==> src/include/cefm_pkg.sv <==
// Constants for the charger event flag and mask unit.
// Assumes an 8-bit register address from the serial register engine.
package cefm_pkg;
  // Register offsets
  localparam logic [7:0] CEFM_GEN_FLAG_ADDR   = 8'h09;
  localparam logic [7:0] CEFM_FAULT_FLAG_ADDR = 8'h0A;
  localparam logic [7:0] CEFM_GEN_MASK_ADDR   = 8'h0B;
  localparam logic [7:0] CEFM_FAULT_MASK_ADDR = 8'h0C;
  // Values after reset
  localparam logic [7:0] CEFM_FLAG_RESET = 8'h00;
  localparam logic [7:0] CEFM_MASK_RESET = 8'h00;
  localparam logic [7:0] CEFM_RDATA_RESET = 8'h00;
  // Bits that store; the reserved ones read zero
  localparam logic [7:0] CEFM_GEN_VALID   = 8'hFD;
  localparam logic [7:0] CEFM_FAULT_VALID = 8'hFE;
  // Field positions, general registers
  localparam int CEFM_PG_BIT   = 7;
  localparam int CEFM_ICR_BIT  = 6;
  localparam int CEFM_IVR_BIT  = 5;
  localparam int CEFM_TR_BIT   = 4;
  localparam int CEFM_WD_BIT   = 3;
  localparam int CEFM_TERM_BIT = 2;
  localparam int CEFM_CHG_BIT  = 0;
  // Field positions, fault registers
  localparam int CEFM_OVP_BIT  = 7;
  localparam int CEFM_TSD_BIT  = 6;
  localparam int CEFM_BOVP_BIT = 5;
  localparam int CEFM_CFLY_BIT = 4;
  localparam int CEFM_TMR_BIT  = 3;
  localparam int CEFM_CAP_BIT  = 2;
  localparam int CEFM_WEAK_BIT = 1;
  // Charge state codes; the rest are reserved
  typedef enum logic [2:0] {
    CEFM_CHG_IDLE  = 3'h0,
    CEFM_CHG_CC    = 3'h3,
    CEFM_CHG_TAPER = 3'h4
  } cefm_chg_t;
endpackage : cefm_pkg

==> src/rtl/cefm_unit.sv <==
// Event flag latching and interrupt masking for the charger.
// Assumes status inputs and register strobes come from logic on the same clock.
//
// Function
// - General flags clear after host reads them
// - Fault flags clear after host reads them
// - Power-good flag sets on any toggle
// - Input current regulation flag sets on rise
// - Input voltage regulation flag sets on rise
// - Thermal regulation flag sets on rise
// - Watchdog flag sets on watchdog status rise
// - Termination flag sets on termination rise
// - Charge state flag sets on field change
// - Reserved flag and mask bits read zero
// - Input overvoltage flag sets on rise
// - Thermal shutdown flag sets on rise
// - Battery overvoltage flag sets on rise
// - Flying capacitor fault flag sets on rise
// - Safety timer flag sets on expiry rise
// - Capacitor precondition flag sets on rise
// - Weak source flag sets on rise
// - Power-good mask gates its pulse
// - Regulation masks gate their entry pulses
// - Watchdog mask gates its pulse
// - Termination mask gates its pulse
// - Charge state mask gates its pulse
// - Fault mask bits gate matching fault pulses
// - Charge codes idle, CC and taper
`timescale 1ns/1ps

module cefm_unit (
  input  wire logic                  clock,
  input  wire logic                  rst,
  input  wire logic                  clkEn,
  input  wire logic                  regDefaultsReset,
  input  wire logic [7:0]            regAddr,
  input  wire logic                  regRead,
  input  wire logic                  regWrite,
  input  wire logic [7:0]            regWdata,
  input  wire logic                  powerGood,
  input  wire logic                  inputCurrentRegulation,
  input  wire logic                  inputVoltageRegulation,
  input  wire logic                  thermalRegulation,
  input  wire logic                  watchdogExpiredStatus,
  input  wire logic                  chargeTermination,
  input  wire cefm_pkg::cefm_chg_t   chargeStateField,
  input  wire logic                  inputOvervoltage,
  input  wire logic                  thermalShutdown,
  input  wire logic                  batteryOvervoltage,
  input  wire logic                  flyingCapFault,
  input  wire logic                  safetyTimerExpired,
  input  wire logic                  capPreconditionStatus,
  input  wire logic                  weakSourceStatus,
  output logic [7:0]                 regRdata_q,
  output logic                       intPulse_q
);
  import cefm_pkg::*;

  // Packed status, laid out like the flag registers
  logic [7:0] genStat;
  logic [7:0] faultStat;
  // Previous samples for edge detection
  logic [7:0] genPrev_q;
  logic [7:0] faultPrev_q;
  logic [2:0] chgPrev_q;
  // Low until the first sample, so existing levels make no event
  logic       primed_q;
  // Events detected this cycle
  logic       chgChange;
  logic [7:0] genEvt;
  logic [7:0] faultEvt;
  // Flag and mask registers
  logic [7:0] genFlag_q;
  logic [7:0] genFlag_d;
  logic [7:0] faultFlag_q;
  logic [7:0] faultFlag_d;
  logic [7:0] genMask_q;
  logic [7:0] faultMask_q;
  // Clear-on-read strobes
  logic       genClr;
  logic       faultClr;
  // Unmasked events
  logic       intHit;

  // Pack status; reserved positions tie low
  assign genStat = {powerGood, inputCurrentRegulation, inputVoltageRegulation,
                    thermalRegulation, watchdogExpiredStatus, chargeTermination,
                    2'b00};
  assign faultStat = {inputOvervoltage, thermalShutdown, batteryOvervoltage,
                      flyingCapFault, safetyTimerExpired, capPreconditionStatus,
                      weakSourceStatus, 1'b0};

  // Any code change counts, reserved codes included
  assign chgChange = (chargeStateField != chgPrev_q);

  // Event detection
  always_comb begin
    genEvt   = 8'h00;
    faultEvt = 8'h00;
    if (primed_q) begin
      // Power good fires on both edges
      genEvt[CEFM_PG_BIT]   = genStat[CEFM_PG_BIT] ^ genPrev_q[CEFM_PG_BIT];
      // Regulation entries fire on rising edges
      genEvt[CEFM_ICR_BIT]  = genStat[CEFM_ICR_BIT] & ~genPrev_q[CEFM_ICR_BIT];
      genEvt[CEFM_IVR_BIT]  = genStat[CEFM_IVR_BIT] & ~genPrev_q[CEFM_IVR_BIT];
      genEvt[CEFM_TR_BIT]   = genStat[CEFM_TR_BIT] & ~genPrev_q[CEFM_TR_BIT];
      // Watchdog and termination rising edges
      genEvt[CEFM_WD_BIT]   = genStat[CEFM_WD_BIT] & ~genPrev_q[CEFM_WD_BIT];
      genEvt[CEFM_TERM_BIT] = genStat[CEFM_TERM_BIT] & ~genPrev_q[CEFM_TERM_BIT];
      genEvt[CEFM_CHG_BIT]  = chgChange;
      // All fault events are rising edges
      faultEvt = faultStat & ~faultPrev_q & CEFM_FAULT_VALID;
    end
  end

  // Edge history; the watchdog does not touch it
  always_ff @(posedge clock or posedge rst) begin
    if (rst) begin
      genPrev_q   <= 8'h00;
      faultPrev_q <= 8'h00;
      chgPrev_q   <= 3'h0;
      primed_q    <= 1'b0;
    end else if (clkEn) begin
      genPrev_q   <= genStat;
      faultPrev_q <= faultStat;
      chgPrev_q   <= chargeStateField;
      primed_q    <= 1'b1;
    end
  end

  // Host reads of the flag registers clear them
  assign genClr   = regRead && (regAddr == CEFM_GEN_FLAG_ADDR);
  assign faultClr = regRead && (regAddr == CEFM_FAULT_FLAG_ADDR);

  // One flag flop per bit; a same-cycle event beats the read clear
  for (genvar i = 0; i < 8; i++) begin : g_flag
    // Flags latch whatever the mask says defaults reset wins
    always_comb begin
      genFlag_d[i]   = regDefaultsReset ? CEFM_FLAG_RESET[i]
                     : ((genFlag_q[i] & ~genClr) | genEvt[i]) & CEFM_GEN_VALID[i];
      faultFlag_d[i] = regDefaultsReset ? CEFM_FLAG_RESET[i]
                     : ((faultFlag_q[i] & ~faultClr) | faultEvt[i]) & CEFM_FAULT_VALID[i];
    end
    // Flag storage
    always_ff @(posedge clock or posedge rst) begin
      if (rst) begin
        genFlag_q[i]   <= CEFM_FLAG_RESET[i];
        faultFlag_q[i] <= CEFM_FLAG_RESET[i];
      end else if (clkEn) begin
        genFlag_q[i]   <= genFlag_d[i];
        faultFlag_q[i] <= faultFlag_d[i];
      end
    end
  end

  // Mask registers; reserved bits never store
  always_ff @(posedge clock or posedge rst) begin
    if (rst) begin
      genMask_q   <= CEFM_MASK_RESET;
      faultMask_q <= CEFM_MASK_RESET;
    end else if (clkEn) begin
      if (regDefaultsReset) begin
        // Defaults reset beats a write in the same cycle
        genMask_q   <= CEFM_MASK_RESET;
        faultMask_q <= CEFM_MASK_RESET;
      end else if (regWrite) begin
        if (regAddr == CEFM_GEN_MASK_ADDR) begin
          genMask_q <= regWdata & CEFM_GEN_VALID;
        end
        if (regAddr == CEFM_FAULT_MASK_ADDR) begin
          faultMask_q <= regWdata & CEFM_FAULT_VALID;
        end
      end
    end
  end

  // Read data shows the values before any clear
  always_ff @(posedge clock or posedge rst) begin
    if (rst) begin
      regRdata_q <= CEFM_RDATA_RESET;
    end else if (clkEn && regRead) begin
      unique case (regAddr)
        CEFM_GEN_FLAG_ADDR:   regRdata_q <= genFlag_q;
        CEFM_FAULT_FLAG_ADDR: regRdata_q <= faultFlag_q;
        CEFM_GEN_MASK_ADDR:   regRdata_q <= genMask_q;
        CEFM_FAULT_MASK_ADDR: regRdata_q <= faultMask_q;
        // Unmapped offsets answer zero
        default:              regRdata_q <= 8'h00;
      endcase
    end
  end

  // Mask one means silent, zero means pulse
  assign intHit = |(genEvt & ~genMask_q) || |(faultEvt & ~faultMask_q);

  // Interrupt pulse; events in one cycle merge into one pulse
  // Limitation: with clkEn low a pulse in flight is held, not dropped
  always_ff @(posedge clock or posedge rst) begin
    if (rst) begin
      intPulse_q <= 1'b0;
    end else if (clkEn) begin
      intPulse_q <= intHit;
    end
  end

  // Checks on the flag, mask and pulse behaviour
  gen_read_clear_a: assert property (@(posedge clock) disable iff (rst)
    clkEn && genClr && genEvt == 8'h00 |=> genFlag_q == 8'h00)
    else $error("general flags not cleared by read");

  fault_read_clear_a: assert property (@(posedge clock) disable iff (rst)
    clkEn && faultClr && faultEvt == 8'h00 |=> faultFlag_q == 8'h00)
    else $error("fault flags not cleared by read");

  pg_toggle_a: assert property (@(posedge clock) disable iff (rst)
    clkEn && primed_q && !regDefaultsReset && powerGood != genPrev_q[CEFM_PG_BIT]
    |=> genFlag_q[CEFM_PG_BIT])
    else $error("power good toggle not latched");

  icr_rise_a: assert property (@(posedge clock) disable iff (rst)
    clkEn && primed_q && !regDefaultsReset && $rose(inputCurrentRegulation)
    && $past(clkEn) |=> genFlag_q[CEFM_ICR_BIT])
    else $error("current regulation rise not latched");

  ivr_rise_a: assert property (@(posedge clock) disable iff (rst)
    clkEn && primed_q && !regDefaultsReset && inputVoltageRegulation
    && !genPrev_q[CEFM_IVR_BIT] |=> genFlag_q[CEFM_IVR_BIT])
    else $error("voltage regulation rise not latched");

  tr_rise_a: assert property (@(posedge clock) disable iff (rst)
    clkEn && primed_q && !regDefaultsReset && thermalRegulation
    && !genPrev_q[CEFM_TR_BIT] |=> genFlag_q[CEFM_TR_BIT])
    else $error("thermal regulation rise not latched");

  wd_rise_a: assert property (@(posedge clock) disable iff (rst)
    clkEn && !genFlag_q[CEFM_WD_BIT] && !watchdogExpiredStatus ##1
    clkEn && !genFlag_q[CEFM_WD_BIT] && !watchdogExpiredStatus
    |=> genFlag_q[CEFM_WD_BIT] == 1'b0)
    else $error("watchdog flag set without a rise");

  term_rise_a: assert property (@(posedge clock) disable iff (rst)
    clkEn && primed_q && !regDefaultsReset && chargeTermination
    && !genPrev_q[CEFM_TERM_BIT] |=> genFlag_q[CEFM_TERM_BIT])
    else $error("termination rise not latched");

  chg_change_a: assert property (@(posedge clock) disable iff (rst)
    clkEn && primed_q && !regDefaultsReset && chargeStateField != chgPrev_q
    |=> genFlag_q[CEFM_CHG_BIT])
    else $error("charge state change not latched");

  reserved_zero_a: assert property (@(posedge clock) disable iff (rst)
    genFlag_q[1] == 1'b0 && faultFlag_q[0] == 1'b0
    && genMask_q[1] == 1'b0 && faultMask_q[0] == 1'b0)
    else $error("reserved bit reads one");

  ovp_rise_a: assert property (@(posedge clock) disable iff (rst)
    clkEn && primed_q && !regDefaultsReset && inputOvervoltage
    && !faultPrev_q[CEFM_OVP_BIT] |=> faultFlag_q[CEFM_OVP_BIT])
    else $error("input overvoltage rise not latched");

  tsd_rise_a: assert property (@(posedge clock) disable iff (rst)
    clkEn && primed_q && !regDefaultsReset && thermalShutdown
    && !faultPrev_q[CEFM_TSD_BIT] |=> faultFlag_q[CEFM_TSD_BIT])
    else $error("thermal shutdown rise not latched");

  bovp_rise_a: assert property (@(posedge clock) disable iff (rst)
    clkEn && primed_q && !regDefaultsReset && batteryOvervoltage
    && !faultPrev_q[CEFM_BOVP_BIT] |=> faultFlag_q[CEFM_BOVP_BIT])
    else $error("battery overvoltage rise not latched");

  cfly_rise_a: assert property (@(posedge clock) disable iff (rst)
    clkEn && primed_q && !regDefaultsReset && flyingCapFault
    && !faultPrev_q[CEFM_CFLY_BIT] |=> faultFlag_q[CEFM_CFLY_BIT])
    else $error("flying capacitor rise not latched");

  tmr_rise_a: assert property (@(posedge clock) disable iff (rst)
    clkEn && primed_q && !regDefaultsReset && safetyTimerExpired
    && !faultPrev_q[CEFM_TMR_BIT] |=> faultFlag_q[CEFM_TMR_BIT])
    else $error("safety timer rise not latched");

  cap_rise_a: assert property (@(posedge clock) disable iff (rst)
    clkEn && primed_q && !regDefaultsReset && capPreconditionStatus
    && !faultPrev_q[CEFM_CAP_BIT] |=> faultFlag_q[CEFM_CAP_BIT])
    else $error("capacitor precondition rise not latched");

  weak_rise_a: assert property (@(posedge clock) disable iff (rst)
    clkEn && primed_q && !regDefaultsReset && weakSourceStatus
    && !faultPrev_q[CEFM_WEAK_BIT] |=> faultFlag_q[CEFM_WEAK_BIT])
    else $error("weak source rise not latched");

  pg_pulse_a: assert property (@(posedge clock) disable iff (rst)
    clkEn && genEvt[CEFM_PG_BIT] && !genMask_q[CEFM_PG_BIT] |=> intPulse_q)
    else $error("unmasked power good gave no pulse");

  reg_mask_a: assert property (@(posedge clock) disable iff (rst)
    clkEn && (genEvt[6:4] & ~genMask_q[6:4]) != 3'h0 |=> intPulse_q)
    else $error("unmasked regulation entry gave no pulse");

  watchdog_event_mask_a: assert property (@(posedge clock) disable iff (rst)
    clkEn && genEvt == 8'h08 && genMask_q[CEFM_WD_BIT] && faultEvt == 8'h00
    |=> !intPulse_q)
    else $error("masked watchdog event pulsed");

  term_mask_a: assert property (@(posedge clock) disable iff (rst)
    clkEn && genEvt[CEFM_TERM_BIT] && !genMask_q[CEFM_TERM_BIT] |=> intPulse_q)
    else $error("unmasked termination gave no pulse");

  chg_mask_a: assert property (@(posedge clock) disable iff (rst)
    clkEn && genEvt == 8'h01 && genMask_q[CEFM_CHG_BIT] && faultEvt == 8'h00
    |=> !intPulse_q)
    else $error("masked charge state change pulsed");

  fault_mask_a: assert property (@(posedge clock) disable iff (rst)
    clkEn && genEvt == 8'h00 && faultEvt != 8'h00
    |=> intPulse_q == $past((faultEvt & ~faultMask_q) != 8'h00))
    else $error("fault pulse disagrees with mask");

  latch_masked_a: assert property (@(posedge clock) disable iff (rst)
    clkEn && !regDefaultsReset && genEvt[CEFM_PG_BIT] && genMask_q[CEFM_PG_BIT]
    |=> genFlag_q[CEFM_PG_BIT])
    else $error("masked event not latched");

  defaults_reset_a: assert property (@(posedge clock) disable iff (rst)
    clkEn && regDefaultsReset |=> genFlag_q == 8'h00 && faultFlag_q == 8'h00
    && genMask_q == 8'h00 && faultMask_q == 8'h00)
    else $error("defaults reset left state");

  wd_set_a: assert property (@(posedge clock) disable iff (rst)
    clkEn && primed_q && !regDefaultsReset && watchdogExpiredStatus
    && !genPrev_q[CEFM_WD_BIT] |=> genFlag_q[CEFM_WD_BIT])
    else $error("watchdog rise not latched");

  wd_pulse_a: assert property (@(posedge clock) disable iff (rst)
    clkEn && genEvt[CEFM_WD_BIT] && !genMask_q[CEFM_WD_BIT] |=> intPulse_q)
    else $error("unmasked watchdog event gave no pulse");

  chg_pulse_a: assert property (@(posedge clock) disable iff (rst)
    clkEn && genEvt[CEFM_CHG_BIT] && !genMask_q[CEFM_CHG_BIT] |=> intPulse_q)
    else $error("unmasked charge state change gave no pulse");

  fault_pulse_a: assert property (@(posedge clock) disable iff (rst)
    clkEn && (faultEvt & ~faultMask_q) != 8'h00 |=> intPulse_q)
    else $error("unmasked fault event gave no pulse");

  quiet_pulse_a: assert property (@(posedge clock) disable iff (rst)
    clkEn && genEvt == 8'h00 && faultEvt == 8'h00 |=> !intPulse_q)
    else $error("pulse without an event");

  gen_mask_write_a: assert property (@(posedge clock) disable iff (rst)
    clkEn && !regDefaultsReset && regWrite && regAddr == CEFM_GEN_MASK_ADDR
    |=> genMask_q == $past(regWdata & CEFM_GEN_VALID))
    else $error("general mask write not stored");

  fault_mask_write_a: assert property (@(posedge clock) disable iff (rst)
    clkEn && !regDefaultsReset && regWrite && regAddr == CEFM_FAULT_MASK_ADDR
    |=> faultMask_q == $past(regWdata & CEFM_FAULT_VALID))
    else $error("fault mask write not stored");

  gen_read_data_a: assert property (@(posedge clock) disable iff (rst)
    clkEn && genClr |=> regRdata_q == $past(genFlag_q))
    else $error("general flag read returned wrong data");

  fault_read_data_a: assert property (@(posedge clock) disable iff (rst)
    clkEn && faultClr |=> regRdata_q == $past(faultFlag_q))
    else $error("fault flag read returned wrong data");

  // A low enable must hold the flag, mask, read data and pulse registers; edge history is not checked
  freeze_state_a: assert property (@(posedge clock) disable iff (rst) // Clock enable hold
    !clkEn |=> $stable(genFlag_q) && $stable(faultFlag_q) && $stable(genMask_q)
    && $stable(faultMask_q) && $stable(regRdata_q) && $stable(intPulse_q))
    else $error("state moved with the clock enable low");

endmodule : cefm_unit

==> config.mk <==
export PLATFORM = sky130hd
export DESIGN_NAME = cefm_unit
export DESIGN_NICKNAME = d
export VERILOG_FILES = /design/src/include/cefm_pkg.sv /design/src/rtl/cefm_unit.sv
export SDC_FILE = /design/constraint.sdc
export NUM_CORES = 1
export LEC_CHECK = 0
export BUFFER_PORTS_ARGS = -buffer_cell sky130_fd_sc_hd__buf_2
export CAP_MARGIN = 20
export CORE_ASPECT_RATIO = 1.75
export CORE_MARGIN = 2
export CORE_UTILIZATION = 50
export CTS_CLUSTER_DIAMETER = 150
export DETAILED_ROUTE_END_ITERATION = 7
export PLACE_DENSITY = 0.87
export RECOVER_POWER = 50
export SKIP_CTS_REPAIR_TIMING = 1
export SLEW_MARGIN = 20
export SYNTH_ARGS = -nofsm -noshare
export SYNTH_HDL_FRONTEND = slang
export SYNTH_SLANG_ARGS = --single-unit
export TNS_END_PERCENT = 50
==> constraint.sdc <==
create_clock -name clock -period 1.4 [get_ports clock]
set_input_delay 0.14 -clock clock [delete_from_list [all_inputs] [get_ports clock]]
set_output_delay 0.14 -clock clock [all_outputs]
set_load 0.02 [all_outputs]
==> impl_metrics.env <==
export IMPL_status="finished clean"
export IMPL_synth_async_reset_ratio_pct=100
export IMPL_period_minus_slack_ns=1.39
export IMPL_setup_violations_final=0
export IMPL_slew_headroom_pct=52.4
export IMPL_synth_distinct_cells=38
export IMPL_skew_ns=0.0107
export IMPL_final_util_pct=62.2
export IMPL_path_clk_slew_ns=0.10
export IMPL_synth_nets=265
export IMPL_cts_sinks=54
export IMPL_cp_data_required_time_ns=1.61
export IMPL_rows=34
export IMPL_worst_slack_ns=0.0125
export IMPL_die_area_um2=5810
export IMPL_overflow=0
export IMPL_critPathKind="input pin to flop"
export IMPL_antenna_cells=0
export IMPL_gp_congestion=0.873
export IMPL_yosys_most_used_dff="dfrtp_1"
export IMPL_post_route_drc_count=0
export IMPL_pre_cts_ws_ns=-0.313
export IMPL_seqPwrFrac_pct=56.5
export IMPL_ant_nets=0
export IMPL_hold_class="input pin to flop"
export IMPL_die_h_um=99.3
export IMPL_via_per_inst=5.80
export IMPL_synth_edff_count=0
export IMPL_multi_input_area_um2=1150
export IMPL_tightest_slew_ns=0.714
export IMPL_cellPowerDensity_nw_per_um2=1010
export IMPL_crit_path_max_incr_delay_ns=0.56
export IMPL_yosysTopAreaCell="dfrtp_1"
export IMPL_synth_most_common_cell="dfrtp_1"
export IMPL_initial_core_util_pct=52.2
export IMPL_hpwlAfterDp_um=4510
export IMPL_p_int_mw=2.28
export IMPL_area_sequential_um2=1350
export IMPL_drtPass1Iterations=4
export IMPL_hold_violations=0
export IMPL_grt_usage_pct=22.0
export IMPL_post_route_period_util_pct=99.1
export IMPL_antenna_found_initial=0
export IMPL_ys_seq_area_share_pct=52.0
export IMPL_num_fill_cells=402
export IMPL_clock_latency_ns=0.31
export IMPL_detail_route_iter0_violations=52
export IMPL_area_delta_synth_final_pct=19.3
export IMPL_ys_seq_elements=54
export IMPL_synth_top_area_share_pct=52.0
export IMPL_wl_um=5680
export IMPL_rsz0062_at_grt="true"
export IMPL_fmax_mhz=721
export IMPL_cts_buffer_depth=2
export IMPL_htreeDepth=2
export IMPL_grt_first_pass_wirelength_um=9650
export IMPL_power_total_mw=3.13
export IMPL_clkPwrFrac_pct=27.3
export IMPL_cap_violations=0
export IMPL_peakVddDrop_mv=0.748
export IMPL_ios=47
export IMPL_synth_cells=227
export IMPL_synthesis_area_um2=2600
export IMPL_layout_drive_gt1_share_pct=34.4
export IMPL_end_kind="flop"
export IMPL_critPathArrivalTime_ns=1.60
export IMPL_combinationalPowerShare_pct=16.2
export IMPL_die_w_um=58.5
export IMPL_synth_common_cells="54 x dfrtp_1, 18 x mux2_2, 17 x inv_1, 16 x nand2_1, 16 x nand2b_1"
export IMPL_root_buffer="clkbuf_8"
export IMPL_grt_max_degree=55
export IMPL_crit_fanout=7
export IMPL_crit_path_start_kind="input pin"
export IMPL_yosysWarnings=0
export IMPL_slew_viol_final=0
export IMPL_wl_per_cell_um=16.6
export IMPL_synth_top_cells_by_area="dfrtp_1 52%, mux2_2 7.8%, o2bb2ai_1 4.7%, nand2b_1 3.9%, a22o_1 2.7%"
export IMPL_grt_pass1_vias=2067
export IMPL_power_leakage_nw=1.42
export IMPL_core_um2=4980
export IMPL_cp_cell_sequence="buf_2, or4_4, nor3_4, a41oi_4, a22o_1"
export IMPL_portBuffers=46
export IMPL_p_switching_mw=0.843
export IMPL_layout_nets=325
export IMPL_synth_area_per_cell_um2=11.4
export IMPL_switching_share_pct=27.0
export IMPL_numCtsBuffers=5
export IMPL_vias=1983
export IMPL_cp_slowest_cell="or4_4"
export IMPL_tritoncts="built"
## per-stage QoR
stage          std cells  hold WS, ns  TNS [ns]  area, um2
2_1_floorplan        227        0.208    -0.482       2600
3_3_place_gp         333        0.229     -5.49       2990
3_5_place_dp         333        0.230     -6.90       2990
4_1_cts              341       -0.105   -0.0697       3080
5_1_grt              342       0.0736   -0.0811       3100
6_report             342       0.0648         0       3100
## worst max-delay path, delay by kind of cell
kind	cells	cell delay, ns
and+or+nand+nor	2	0.86
AOI/OAI and AO/OA	2	0.49
buffers and inverters	1	0.11
## final timing paths
path | startpoint | end | slack, ns | depth (start not counted)
min in group asynchronous | rst | faultMask_q[5] | 0.62 | 4
min | inputCurrentRegulation | genPrev_q[6] | 0.06 | 3
max | regAddr[5] | genFlag_q[0] | 0.01 | 5
max reg2reg | genPrev_q[7] | intPulse_q | 0.05 | 4
max in group asynchronous | rst | regRdata_q[6] | 0.32 | 4
min reg2reg | primed_q | primed_q | 0.48 | 1
## flip-flops by register name (all words and copies together), names as in the netlist
signal / flops
faultMask_q: 7
faultPrev_q: 7
faultFlag_q: 7
genPrev_q: 6
intPulse_q: 1
primed_q: 1
chgPrev_q: 3
genMask_q: 7
genFlag_q: 7
regRdata_q: 8
## cell usage in the layout, fill, tap and decap left out, drive strengths merged, types with 2 or more instances in the layout
master	netlist	routed
mux2i	6	6
clkinvlp	0	2
clkinv	0	2
nor3b	3	3
clkbuf	6	7
or2	2	2
and3	2	2
o2bb2ai	14	14
a32o	6	6
mux2	18	18
o21ai	14	14
o32ai	3	3
nand2	16	16
a22o	8	8
a41oi	2	2
nand3b	2	2
a22oi	6	6
buf	5	61
nor2	3	3
nand2b	16	16
nand3	3	3
nor2b	3	3
nor4	5	5
dfrtp	54	54
xnor2	4	4
inv	17	16
## final cells by class
class,instances,area share [%]
clock inverters,3,0.687
inverters,17,2.18
clock buffers,5,2.22
repair buffers,64,11.8
well taps,54,2.18
flip-flops and latches,54,43.6
multi-input cells,145,37.3
## layer usage
metal	wire length [um]	global-route usage [%]	part of all wire, %	up-vias
met5	0	0	0	-
met4	174	9.48	3.1	0
met3	259	3.64	4.6	12
met2	3030	38.2	53	70
met1	2230	25.9	39	960
li1	-	-	-	941
## logic make-up after synthesis
group,synth area share [%]
flip-flops,52.0
XOR/XNOR,1.69
AND/OR/NAND/NOR,13.6
buffers and inverters,4.39
AO/OA/AOI/OAI,18.2
multiplexers,10.1
## power groups by stage
stage,Sequential [mW],Combinational [mW],Clock [mW]
after floorplan,1.77,0.322,0
after global placement,1.79,0.484,0
after detailed placement,1.80,0.503,0
after CTS,1.77,0.504,0.874
after global routing,1.78,0.564,0.943
final,1.77,0.507,0.852
Power figures use the tool's default switching activity.
